[config.mk]
export PLATFORM = sky130hd
export DESIGN_NAME = dsreg_top
export DESIGN_NICKNAME = d
export VERILOG_FILES = /design/src/rtl/dsreg_pkg.sv /design/src/rtl/dsreg_top.sv /design/src/rtl/dsreg_counter.sv
export SDC_FILE = /design/constraint.sdc
export NUM_CORES = 1
export LEC_CHECK = 0
export ABC_AREA = 1
export BUFFER_PORTS_ARGS = -buffer_cell sky130_fd_sc_hd__buf_4
export CAP_MARGIN = 20
export CORE_MARGIN = 3
export CORE_UTILIZATION = 30
export CTS_CLUSTER_SIZE = 30
export DETAILED_ROUTE_END_ITERATION = 8
export SLEW_MARGIN = 25
export SYNTH_ARGS = -nofsm -noshare
export SYNTH_HDL_FRONTEND = slang
export SYNTH_SLANG_ARGS = --single-unit
[constraint.sdc]
create_clock -name sys_clk -period 1.9 [get_ports sys_clk]
set_input_delay 0.095 -clock sys_clk [delete_from_list [all_inputs] [get_ports sys_clk]]
set_output_delay 0.095 -clock sys_clk [all_outputs]
set_load 0.02 [all_outputs]
[src/rtl/dsreg_pkg.sv]
// Register map, field layout and encodings of the status and loop registers
package dsreg_pkg;
    localparam logic [7:0] ADDR_RATE_STAT  = 8'h3B;
    localparam logic [7:0] ADDR_LINK_LOSS  = 8'h3D;
    localparam logic [7:0] ADDR_DERR_LO    = 8'h3E;
    localparam logic [7:0] ADDR_DERR_HI    = 8'h3F;
    localparam logic [7:0] ADDR_LOOP_CFG   = 8'h49;
    localparam logic [7:0] ADDR_EQ_ATTEN   = 8'h60;
    localparam logic [7:0] ADDR_EVT_CFG    = 8'h2B;

    localparam logic [2:0] RATE_NO_LOCK    = 3'h7;
    localparam logic [2:0] RATE_BAND_MIN   = 3'h2;
    localparam logic [2:0] RATE_BAND_MAX   = 3'h6;
    localparam logic [1:0] ST_PASS         = 2'h0;
    localparam logic [1:0] ST_NO_LEAD_IN   = 2'h1;
    localparam logic [1:0] ST_PAT_FAIL     = 2'h2;
    localparam logic [1:0] ST_SEQ_FAIL     = 2'h3;

    localparam logic [2:0] AMP_RESET       = 3'h3;
    localparam logic       TERM_RESET      = 1'h1;
    localparam int         LOOP_TERM_BIT   = 4;
    localparam int         LOOP_AMP_LSB    = 1;
    localparam int         ATT0_OVR_BIT    = 3;
    localparam int         ATT1_OVR_BIT    = 2;
    localparam int         ATT0_EN_BIT     = 1;
    localparam int         ATT1_EN_BIT     = 0;
    localparam int         EVT_SEL_BIT     = 3;
    localparam logic [7:0] ZERO_BYTE       = 8'h00;
endpackage

[src/rtl/dsreg_top.sv]
// Status, error counter, loop driver and attenuator register slice
//
// Behaviour
// RQ1 - Read-only 3-bit rate band; 010..110 name bands, 111 means no lock
// RQ2 - Two-bit self-test result: pass, lead-in miss, pattern or sequence fail
// RQ3 - Self-test done flag set on pattern end only outside repeat mode
// RQ4 - Read-only flag shows self-test data alignment finished
// RQ5 - Eight-bit read-only count of link-loss events, zero at reset
// RQ6 - Sixteen-bit data error count, low byte then high byte, zero at reset
// RQ7 - Writable 3-bit amplitude selects one of eight levels, reset 011
// RQ8 - Two override bits take attenuation away from automatic control
// RQ9 - Attenuator enable honoured only while its override is set
// RQ10 - One select bit picks recovery or data counter for reading
`timescale 1ns/100ps
module dsreg_top #(
    parameter int CNT_W = 8
) (
    // Clock and reset
    input  wire logic       sys_clk,
    input  wire logic       rst,
    // Register port
    input  wire logic [7:0] reg_addr,
    input  wire logic       reg_wr,
    input  wire logic [7:0] reg_wdata,
    input  wire logic       reg_rd,
    output logic      [7:0] reg_rdata,
    // Status inputs from the receiver
    input  wire logic       lock_valid,
    input  wire logic [2:0] rate_band,
    input  wire logic       clock_recovery_event,
    input  wire logic       data_error,
    input  wire logic       count_clear,
    // Self-test status inputs
    input  wire logic [1:0] built_in_self_test_result,
    input  wire logic       built_in_self_test_pat_end,
    input  wire logic       built_in_self_test_repeat,
    input  wire logic       built_in_self_test_start,
    input  wire logic       built_in_self_test_aligned,
    // Control outputs and automatic attenuator enable inputs
    output logic            loop_term_50,
    output logic      [2:0] loop_amplitude,
    output logic            eq0_att_override,
    output logic            eq1_att_override,
    output logic            eq0_att_enable,
    output logic            eq1_att_enable,
    input  wire logic       eq0_att_auto,
    input  wire logic       eq1_att_auto
);
    ////////////////////////////////////////////////////////////////////////
    logic [2:0]       rate_ff;
    logic [1:0]       st_res_ff;
    logic             st_done_ff;
    logic             st_align_ff;
    logic             term_ff;
    logic [2:0]       amp_ff;
    logic [3:0]       att_ff;
    logic             evt_sel_ff;
    logic [CNT_W-1:0] recov_cnt;
    logic [CNT_W-1:0] data_evt_cnt;
    logic [15:0]      derr_cnt;
    logic [7:0]       nxt_rdata;

    // RQ1 rate band capture
    always_ff @(posedge sys_clk or posedge rst) begin
        if (rst) begin
            rate_ff <= dsreg_pkg::RATE_NO_LOCK;
        end else if (lock_valid && rate_band >= dsreg_pkg::RATE_BAND_MIN
                     && rate_band <= dsreg_pkg::RATE_BAND_MAX) begin
            rate_ff <= rate_band;
        end else begin
            rate_ff <= dsreg_pkg::RATE_NO_LOCK;
        end
    end

    // Start of a new run clears the flags; a completion event beats it
    always_ff @(posedge sys_clk or posedge rst) begin
        if (rst) begin
            st_res_ff   <= dsreg_pkg::ST_PASS;
            st_done_ff  <= 1'b0;
            st_align_ff <= 1'b0;
        end else begin
            // RQ2 self-test result
            st_res_ff <= built_in_self_test_result;
            // RQ3 done outside repeat
            if (built_in_self_test_pat_end && !built_in_self_test_repeat) begin
                st_done_ff <= 1'b1;
            end else if (built_in_self_test_start) begin
                st_done_ff <= 1'b0;
            end
            // RQ4 alignment flag
            if (built_in_self_test_aligned) begin
                st_align_ff <= 1'b1;
            end else if (built_in_self_test_start) begin
                st_align_ff <= 1'b0;
            end
        end
    end

    ////////////////////////////////////////////////////////////////////////
    // RQ5 link-loss event counter
    dsreg_counter #(.WIDTH(CNT_W)) u_recov_cnt (
        .sys_clk (sys_clk),
        .rst     (rst),
        .inc     (clock_recovery_event),
        .clr     (count_clear),
        .count   (recov_cnt)
    );

    dsreg_counter #(.WIDTH(CNT_W)) u_data_evt_cnt (
        .sys_clk (sys_clk),
        .rst     (rst),
        .inc     (data_error),
        .clr     (count_clear),
        .count   (data_evt_cnt)
    );

    // RQ6 sixteen-bit data error count
    dsreg_counter #(.WIDTH(16)) u_derr_cnt (
        .sys_clk (sys_clk),
        .rst     (rst),
        .inc     (data_error),
        .clr     (count_clear),
        .count   (derr_cnt)
    );

    ////////////////////////////////////////////////////////////////////////
    // RQ7 loop driver config write
    always_ff @(posedge sys_clk or posedge rst) begin
        if (rst) begin
            term_ff <= dsreg_pkg::TERM_RESET;
            amp_ff  <= dsreg_pkg::AMP_RESET;
        end else if (reg_wr && reg_addr == dsreg_pkg::ADDR_LOOP_CFG) begin
            term_ff <= reg_wdata[dsreg_pkg::LOOP_TERM_BIT];
            amp_ff  <= reg_wdata[dsreg_pkg::LOOP_AMP_LSB +: 3];
        end
    end

    // RQ8 override and enable bits write
    always_ff @(posedge sys_clk or posedge rst) begin
        if (rst) begin
            att_ff <= 4'h0;
        end else if (reg_wr && reg_addr == dsreg_pkg::ADDR_EQ_ATTEN) begin
            att_ff <= reg_wdata[3:0];
        end
    end

    // RQ10 counter select write
    always_ff @(posedge sys_clk or posedge rst) begin
        if (rst) begin
            evt_sel_ff <= 1'b0;
        end else if (reg_wr && reg_addr == dsreg_pkg::ADDR_EVT_CFG) begin
            evt_sel_ff <= reg_wdata[dsreg_pkg::EVT_SEL_BIT];
        end
    end

    assign loop_term_50     = term_ff;
    assign loop_amplitude   = amp_ff;
    assign eq0_att_override = att_ff[dsreg_pkg::ATT0_OVR_BIT];
    assign eq1_att_override = att_ff[dsreg_pkg::ATT1_OVR_BIT];

    // RQ9 enable gated by override
    always_ff @(posedge sys_clk or posedge rst) begin
        if (rst) begin
            eq0_att_enable <= 1'b0;
            eq1_att_enable <= 1'b0;
        end else begin
            eq0_att_enable <= att_ff[dsreg_pkg::ATT0_OVR_BIT]
                ? att_ff[dsreg_pkg::ATT0_EN_BIT] : eq0_att_auto;
            eq1_att_enable <= att_ff[dsreg_pkg::ATT1_OVR_BIT]
                ? att_ff[dsreg_pkg::ATT1_EN_BIT] : eq1_att_auto;
        end
    end

    ////////////////////////////////////////////////////////////////////////
    // Read mux; unmapped addresses read zero
    always_comb begin
        nxt_rdata = dsreg_pkg::ZERO_BYTE;
        case (reg_addr)
            dsreg_pkg::ADDR_RATE_STAT: begin
                nxt_rdata = {1'b0, rate_ff, st_res_ff,
                             st_done_ff, st_align_ff};
            end
            // RQ10 counter read select
            dsreg_pkg::ADDR_LINK_LOSS: begin
                nxt_rdata = evt_sel_ff ? 8'(data_evt_cnt) : 8'(recov_cnt);
            end
            dsreg_pkg::ADDR_DERR_LO:  nxt_rdata = derr_cnt[7:0];
            dsreg_pkg::ADDR_DERR_HI:  nxt_rdata = derr_cnt[15:8];
            dsreg_pkg::ADDR_LOOP_CFG: begin
                nxt_rdata = {3'h0, term_ff, amp_ff, 1'b0};
            end
            dsreg_pkg::ADDR_EQ_ATTEN: nxt_rdata = {4'h0, att_ff};
            dsreg_pkg::ADDR_EVT_CFG:  nxt_rdata = {4'h0, evt_sel_ff, 3'h0};
            default:                  nxt_rdata = dsreg_pkg::ZERO_BYTE;
        endcase
    end

    always_ff @(posedge sys_clk or posedge rst) begin
        if (rst) begin
            reg_rdata <= dsreg_pkg::ZERO_BYTE;
        end else if (reg_rd) begin
            reg_rdata <= nxt_rdata;
        end
    end
endmodule

[src/rtl/dsreg_counter.sv]
// Saturating event counter with synchronous clear
`timescale 1ns/100ps
module dsreg_counter #(
    parameter int WIDTH = 8
) (
    // Clock and reset
    input  wire logic             sys_clk,
    input  wire logic             rst,
    // Control
    input  wire logic             inc,
    input  wire logic             clr,
    // Count
    output logic      [WIDTH-1:0] count
);
    // Saturation keeps a flooded link from wrapping to a small value
    always_ff @(posedge sys_clk or posedge rst) begin
        if (rst) begin
            count <= '0;
        end else if (inc) begin
            // A saturated count holds; an event still beats a clear
            if (!(&count)) begin
                count <= count + 1'b1;
            end
        end else if (clr) begin
            count <= '0;
        end
    end
endmodule

== After elaboration in Yosys (flattened, before gate mapping) ==
Index checks and enable logic that the tools add are counted.
Storage, ports and cells
  flip-flop bits (word level): 58
  input port bits: 35
  output and inout bits: 16
  logic and storage cells: 62
Operators by class
  add/sub/neg operators: 3
  magnitude comparators: 2
  equality and inequality tests: 10
  multiplexer cells: 16
  reductions and logical operators: 17
Operators with widths (count)
  $pmux W8 S7: 1
  $mux W16: 3
  $mux W8: 6
  $eq A8 B6 Y1 const B: 5
  $add A16 B1 Y16 const B: 1
  $add A8 B1 Y8 const B: 2
  $eq A8 B7 Y1 const B: 2
  $reduce_and A16 Y1: 1
  $reduce_and A8 Y1: 2
  $reduce_bool A2 Y1: 4
  $logic_and A1 B1 Y1: 6
  $ne A2 B2 Y1 const B: 3
  $reduce_and A2 Y1: 3
  $mux W1: 5
  $ge A3 B2 Y1 const B: 1
  $le A3 B3 Y1 const B: 1
  $mux W3: 1
  $logic_not A1 Y1: 1

== Longest topological paths before layout ==
  word-level depth: 4
  depth in mapped cells: 10
  mapped depth without buffers: 9

== Cells and area by module ==
From an unflattened synthesis, not the netlist that was laid out.
Second synthesis, totals
  cells, all modules: 475
  area total of the unflattened synthesis: 3522.1 um^2
By module, submodules not included
  dsreg_top: times used 1, cells each 218, area an instance 1577.8 um^2, sequential area each 658.1 um^2
  dsreg_counter (u_derr_cnt): times used 1, cells each 131, area an instance 975.9 um^2, sequential area each 400.4 um^2
  dsreg_counter (u_data_evt_cnt ...): times used 2, cells each 63, area an instance 484.2 um^2, sequential area each 200.2 um^2

== Worst setup path before layout ==
Ideal clock, no wire load.
  path type: flip-flop to flip-flop
  from: reg u_derr_cnt.count[0]
  to: reg u_derr_cnt.count[15]
  arrival time: 1.333 ns
  data required time: 1.783 ns
  slack: 0.450 ns
  stages on the path, launching flop included: 10
  buffers on the path: 1
  clock period less this slack: 1.450 ns
  cell sequence: dfrtp_1 > ha_1 > nand2_2 > nor2_4 > nand2_4 > o21ai_4 > nand2_4 > buf_6 > nand3_2 > nand2_1
On the way
  longest elaborated chain between the ends: 3
  elaborated cells between the ends (all ways): 6
  classes of those cells: 1 x add/sub; 1 x eq/ne; 2 x mux; 2 x reduce/logical
RTL lines
  start: declaration: line dsreg_counter.sv:13  | output logic [WIDTH-1:0] count
  start signal: assignment: line dsreg_counter.sv:22  | count <= count + 1'b1;
  $add A16 B1 Y16 or $reduce_and A16 Y1 (tied branches): line dsreg_counter.sv:22, dsreg_counter.sv:21
  $mux W16 or $ne A2 B2 Y1 (tied branches)
  $mux W16 or $reduce_and A2 Y1 (tied branches)
Several ways; a longest one is shown, not always the timed one. The select of a mux whose other input is x is not followed.
A chain may end at the register's enable or synchronous reset.

== Worst setup path in the final report ==
  from: reg u_data_evt_cnt.count[0]
  to: reg u_data_evt_cnt.count[0]
On the way
  longest elaborated chain between the ends: 3
  elaborated cells between the ends (all ways): 6
  classes of those cells: 1 x add/sub; 1 x eq/ne; 2 x mux; 2 x reduce/logical
RTL lines (line)
  start: declaration: dsreg_counter.sv:13
  start signal: assignment: dsreg_counter.sv:22
  $add A8 B1 Y8 or $reduce_and A8 Y1 (tied branches): dsreg_counter.sv:22, dsreg_counter.sv:21
  $mux W8 or $ne A2 B2 Y1 (tied branches)
  $mux W8 or $reduce_and A2 Y1 (tied branches)
Several ways; a longest one is shown, not always the timed one. The select of a mux whose other input is x is not followed.

==> flow_metrics.tcl <==
set metrics [dict create \
    status "finished clean" \
    relSlewSlack_pct 60.82 \
    wl_per_cell_um 12.96 \
    drive_gt1_share_pct 18.25 \
    post-route-period-util_pct 86.38 \
    max_freq_ghz 0.6093 \
    worst_slack_ns 0.2587 \
    die_x_um 113.3 \
    syn_avg_cell_area_um2 7.234 \
    power_switching_mw 1.042 \
    coreArea_mm2 0.01103 \
    drc 0 \
    ant_nets 0 \
    row_count 38 \
    synth.net_count 515 \
    gp_congestion 0.8798 \
    die_y_um 113.3 \
    crit_slowest_cell "dfrtp_1" \
    totalNegativeSetupSlack_ns 0 \
    critPathArrivalTime_ns 1.85 \
    slew_violations 0 \
    critical_path_buf_inv_count 0 \
    start_util_pct 31.28 \
    grt_pass1_wl_um 15020 \
    cp.required_ns 2.10 \
    p_sw_share_pct 27.88 \
    path_clk_slew_ns 0.05 \
    hold_violations 0 \
    cts-root-buf "clkbuf_16" \
    hold_path.class "in -> reg" \
    drv_cap 0 \
    buffer_ports.inserted 47 \
    syn_area_mm2 0.003451 \
    clock_sinks 58 \
    layout.nets 581 \
    grt_use_total_pct 14.56 \
    h-tree-depth 3 \
    die-area_mm2 0.01283 \
    drt-initial-drc-count 202 \
    ys_seq_area_share_pct 42.28 \
    routed-via-count 3358 \
    clk_path_buf_depth 2 \
    fin_crit_ns 1.641 \
    synth_top_area_share_pct 37.71 \
    synth-seq-cells 58 \
    p_seq_share_pct 40.7 \
    utilization_pct 39.94 \
    worstSetupStartpointType "flop" \
    overflow 0 \
    final_common_cell "nand2_1" \
    fill_cells 1130 \
    netlist_instances 477 \
    cts_buffers 9 \
    setup_viol 0 \
    antenna_found_initial 0 \
    worst_pin_slew_ns 0.5816 \
    seq_area_mm2 0.001459 \
    multiInputGateArea_mm2 0.001735 \
    n_antenna_cell 0 \
    clock_skew_ns 0.003183 \
    grt_max_degree 59 \
    cp_cell_sequence "ha_1 > nand2_1 > nor2_1 > nand3_1 > nand2_1 > o21ai_0 > nor2_1 > a21oi_1" \
    drt-pass1-iter-count 4 \
    via_per_inst 4.881 \
    critPathMaxStageDelay_ns 0.40 \
    yosysWarnings 0 \
    wirelength_um 8918 \
    min_from "eq0_att_auto" \
    vdd_drop_max_mv 0.5327 \
    pre_cts_ws_ns 0.2737 \
    intPower_mw 2.696 \
    hpwl_um 6771 \
    p_total_mw 3.738 \
    crit_family "simple AND/OR/NAND/NOR gates" \
    hold_slack_ns 0.009613 \
    rsz0062_at_grt "no" \
    synth_area_leaders "dfrtp_1 38%, nand2_1 14%, nand3_1 9.3%, nor2_1 6.4%, inv_1 5.5%" \
    path_class "reg -> reg" \
    clkLatencyLatePin_ns 0.33 \
    reg2reg_from "u_data_evt_cnt.count[0]" \
    power_density_mw_per_mm2 848.6 \
    p_comb_share_pct 15.2 \
    ff2ff_setup_slack_ns 0.26 \
    final_cell_mix "128 x nand2_1, 64 x nand3_1, 59 x nor2_1" \
    first_global_vias 3178 \
    synthToLayoutAreaGrowth_pct 27.67 \
    io_pins 51 \
    startpoint "u_data_evt_cnt.count[0]" \
    worstPathMaxFanout 5 \
    end_kind "flop" \
    synth.distinct_cells 32 \
    clkPwrFrac_pct 44.1 \
    yosysTopAreaCell "dfrtp_1" \
    p_leak_nw 2.089 \
    cts_tree "built" \
]
==> cells in the mapped netlist <==
cell type	instances
nand2_1	128
nand3_1	64
nor2_1	59
dfrtp_1	52
inv_1	51
o21ai_0	37
buf_2	7
nand4_1	7
a21oi_1	6
dfstp_2	6
o21ai_1	6
xor2_1	6
o21ai_2	5
nand2_2	4
nand3b_1	4
nor2_2	4
ha_1	3
nand2_4	3
nor3_1	3
o21a_1	3
o22ai_1	3
buf_6	2
nor2_4	2
o211ai_1	2
o22ai_2	2
or2_2	2
clkbuf_1	1
inv_2	1
nand3_2	1
o21ai_4	1
o21bai_1	1
o21bai_2	1
==> cell families after synthesis <==
| group | after synthesis | share of synthesized area [%] |
|---|---|---|
| fa+ha+maj | 3 | 1.088 |
| flops | 58 | 42.28 |
| simple gates | 281 | 35.93 |
| buf+inv | 62 | 7.432 |
| xor+xnor | 6 | 1.523 |
| compound gates | 67 | 11.75 |
==> per-stage QoR <==
step                      cells  area, µm²
after floorplan             477       3451
after global placement      658       3960
after detailed placement    658       3960
after CTS                   688       4405
after global routing        688       4405
final                       688       4405
==> state kept, by name, summed over array words and instances, names as in the netlist <==
register	flops
st_done_ff	1
reg_rdata	8
eq1_att_enable	1
u_data_evt_cnt.count	8
st_align_ff	1
rate_ff	3
u_derr_cnt.count	16
st_res_ff	2
loop_term_50	1
att_ff	4
evt_sel_ff	1
loop_amplitude	3
eq0_att_enable	1
u_recov_cnt.count	8
==> final cells by class <==
cell class / count / share of cell area [%]
timing repair buffer: 65 / 12.16
clock inverter: 5 / 1.193
inverter: 52 / 4.431
tap: 140 / 3.976
sequential: 58 / 33.12
clock buffer: 11 / 5.737
multi-input combinational: 357 / 39.39
==> final timing paths <==
check | endpoint | cells after the start
worst min-delay path | eq0_att_enable | 3
min in group asynchronous | u_recov_cnt.count[4] | 4
max in group asynchronous | rate_ff[1] | 4
worst max-delay path | u_data_evt_cnt.count[0] | 8
worst min register to register | reg_rdata[2] | 2
worst max register to register | u_data_evt_cnt.count[0] | 8
==> what timing repair did <==
item,4_1_cts,5_1_grt
buffers inserted,0,0
gates resized for setup,0,0
hold buffers,14,0
hold endpoints to repair,61,0
==> power by group through the flow <==
| stage | sequential, mW | combinational (mW) | clock, mW |
|---|---|---|---|
| 2_1_floorplan | 1.52 | 0.367 | 0 |
| 3_3_place_gp | 1.54 | 0.540 | 0 |
| 3_5_place_dp | 1.54 | 0.555 | 0 |
| 4_1_cts | 1.52 | 0.577 | 1.68 |
| 5_1_grt | 1.55 | 0.652 | 1.75 |
| 6_report | 1.52 | 0.568 | 1.65 |
==> worst reg2reg max path, delay by kind of cell (launching register included) <==
kind                     cells  cell delay [ns]
AND/OR/NAND/NOR              5             0.65
adder cells (fa/ha/maj)      1             0.19
flip-flops                   1             0.40
AO/OA/AOI/OAI                2             0.28
==> metal layers <==
metal / routed length [µm] / GRT usage [%]
met4: 198 / 5.369
met3: 393 / 3.957
met5: 0 / 0
met2: 4101 / 22.35
met1: 4225 / 19.66
Power figures use the tool's default switching activity.
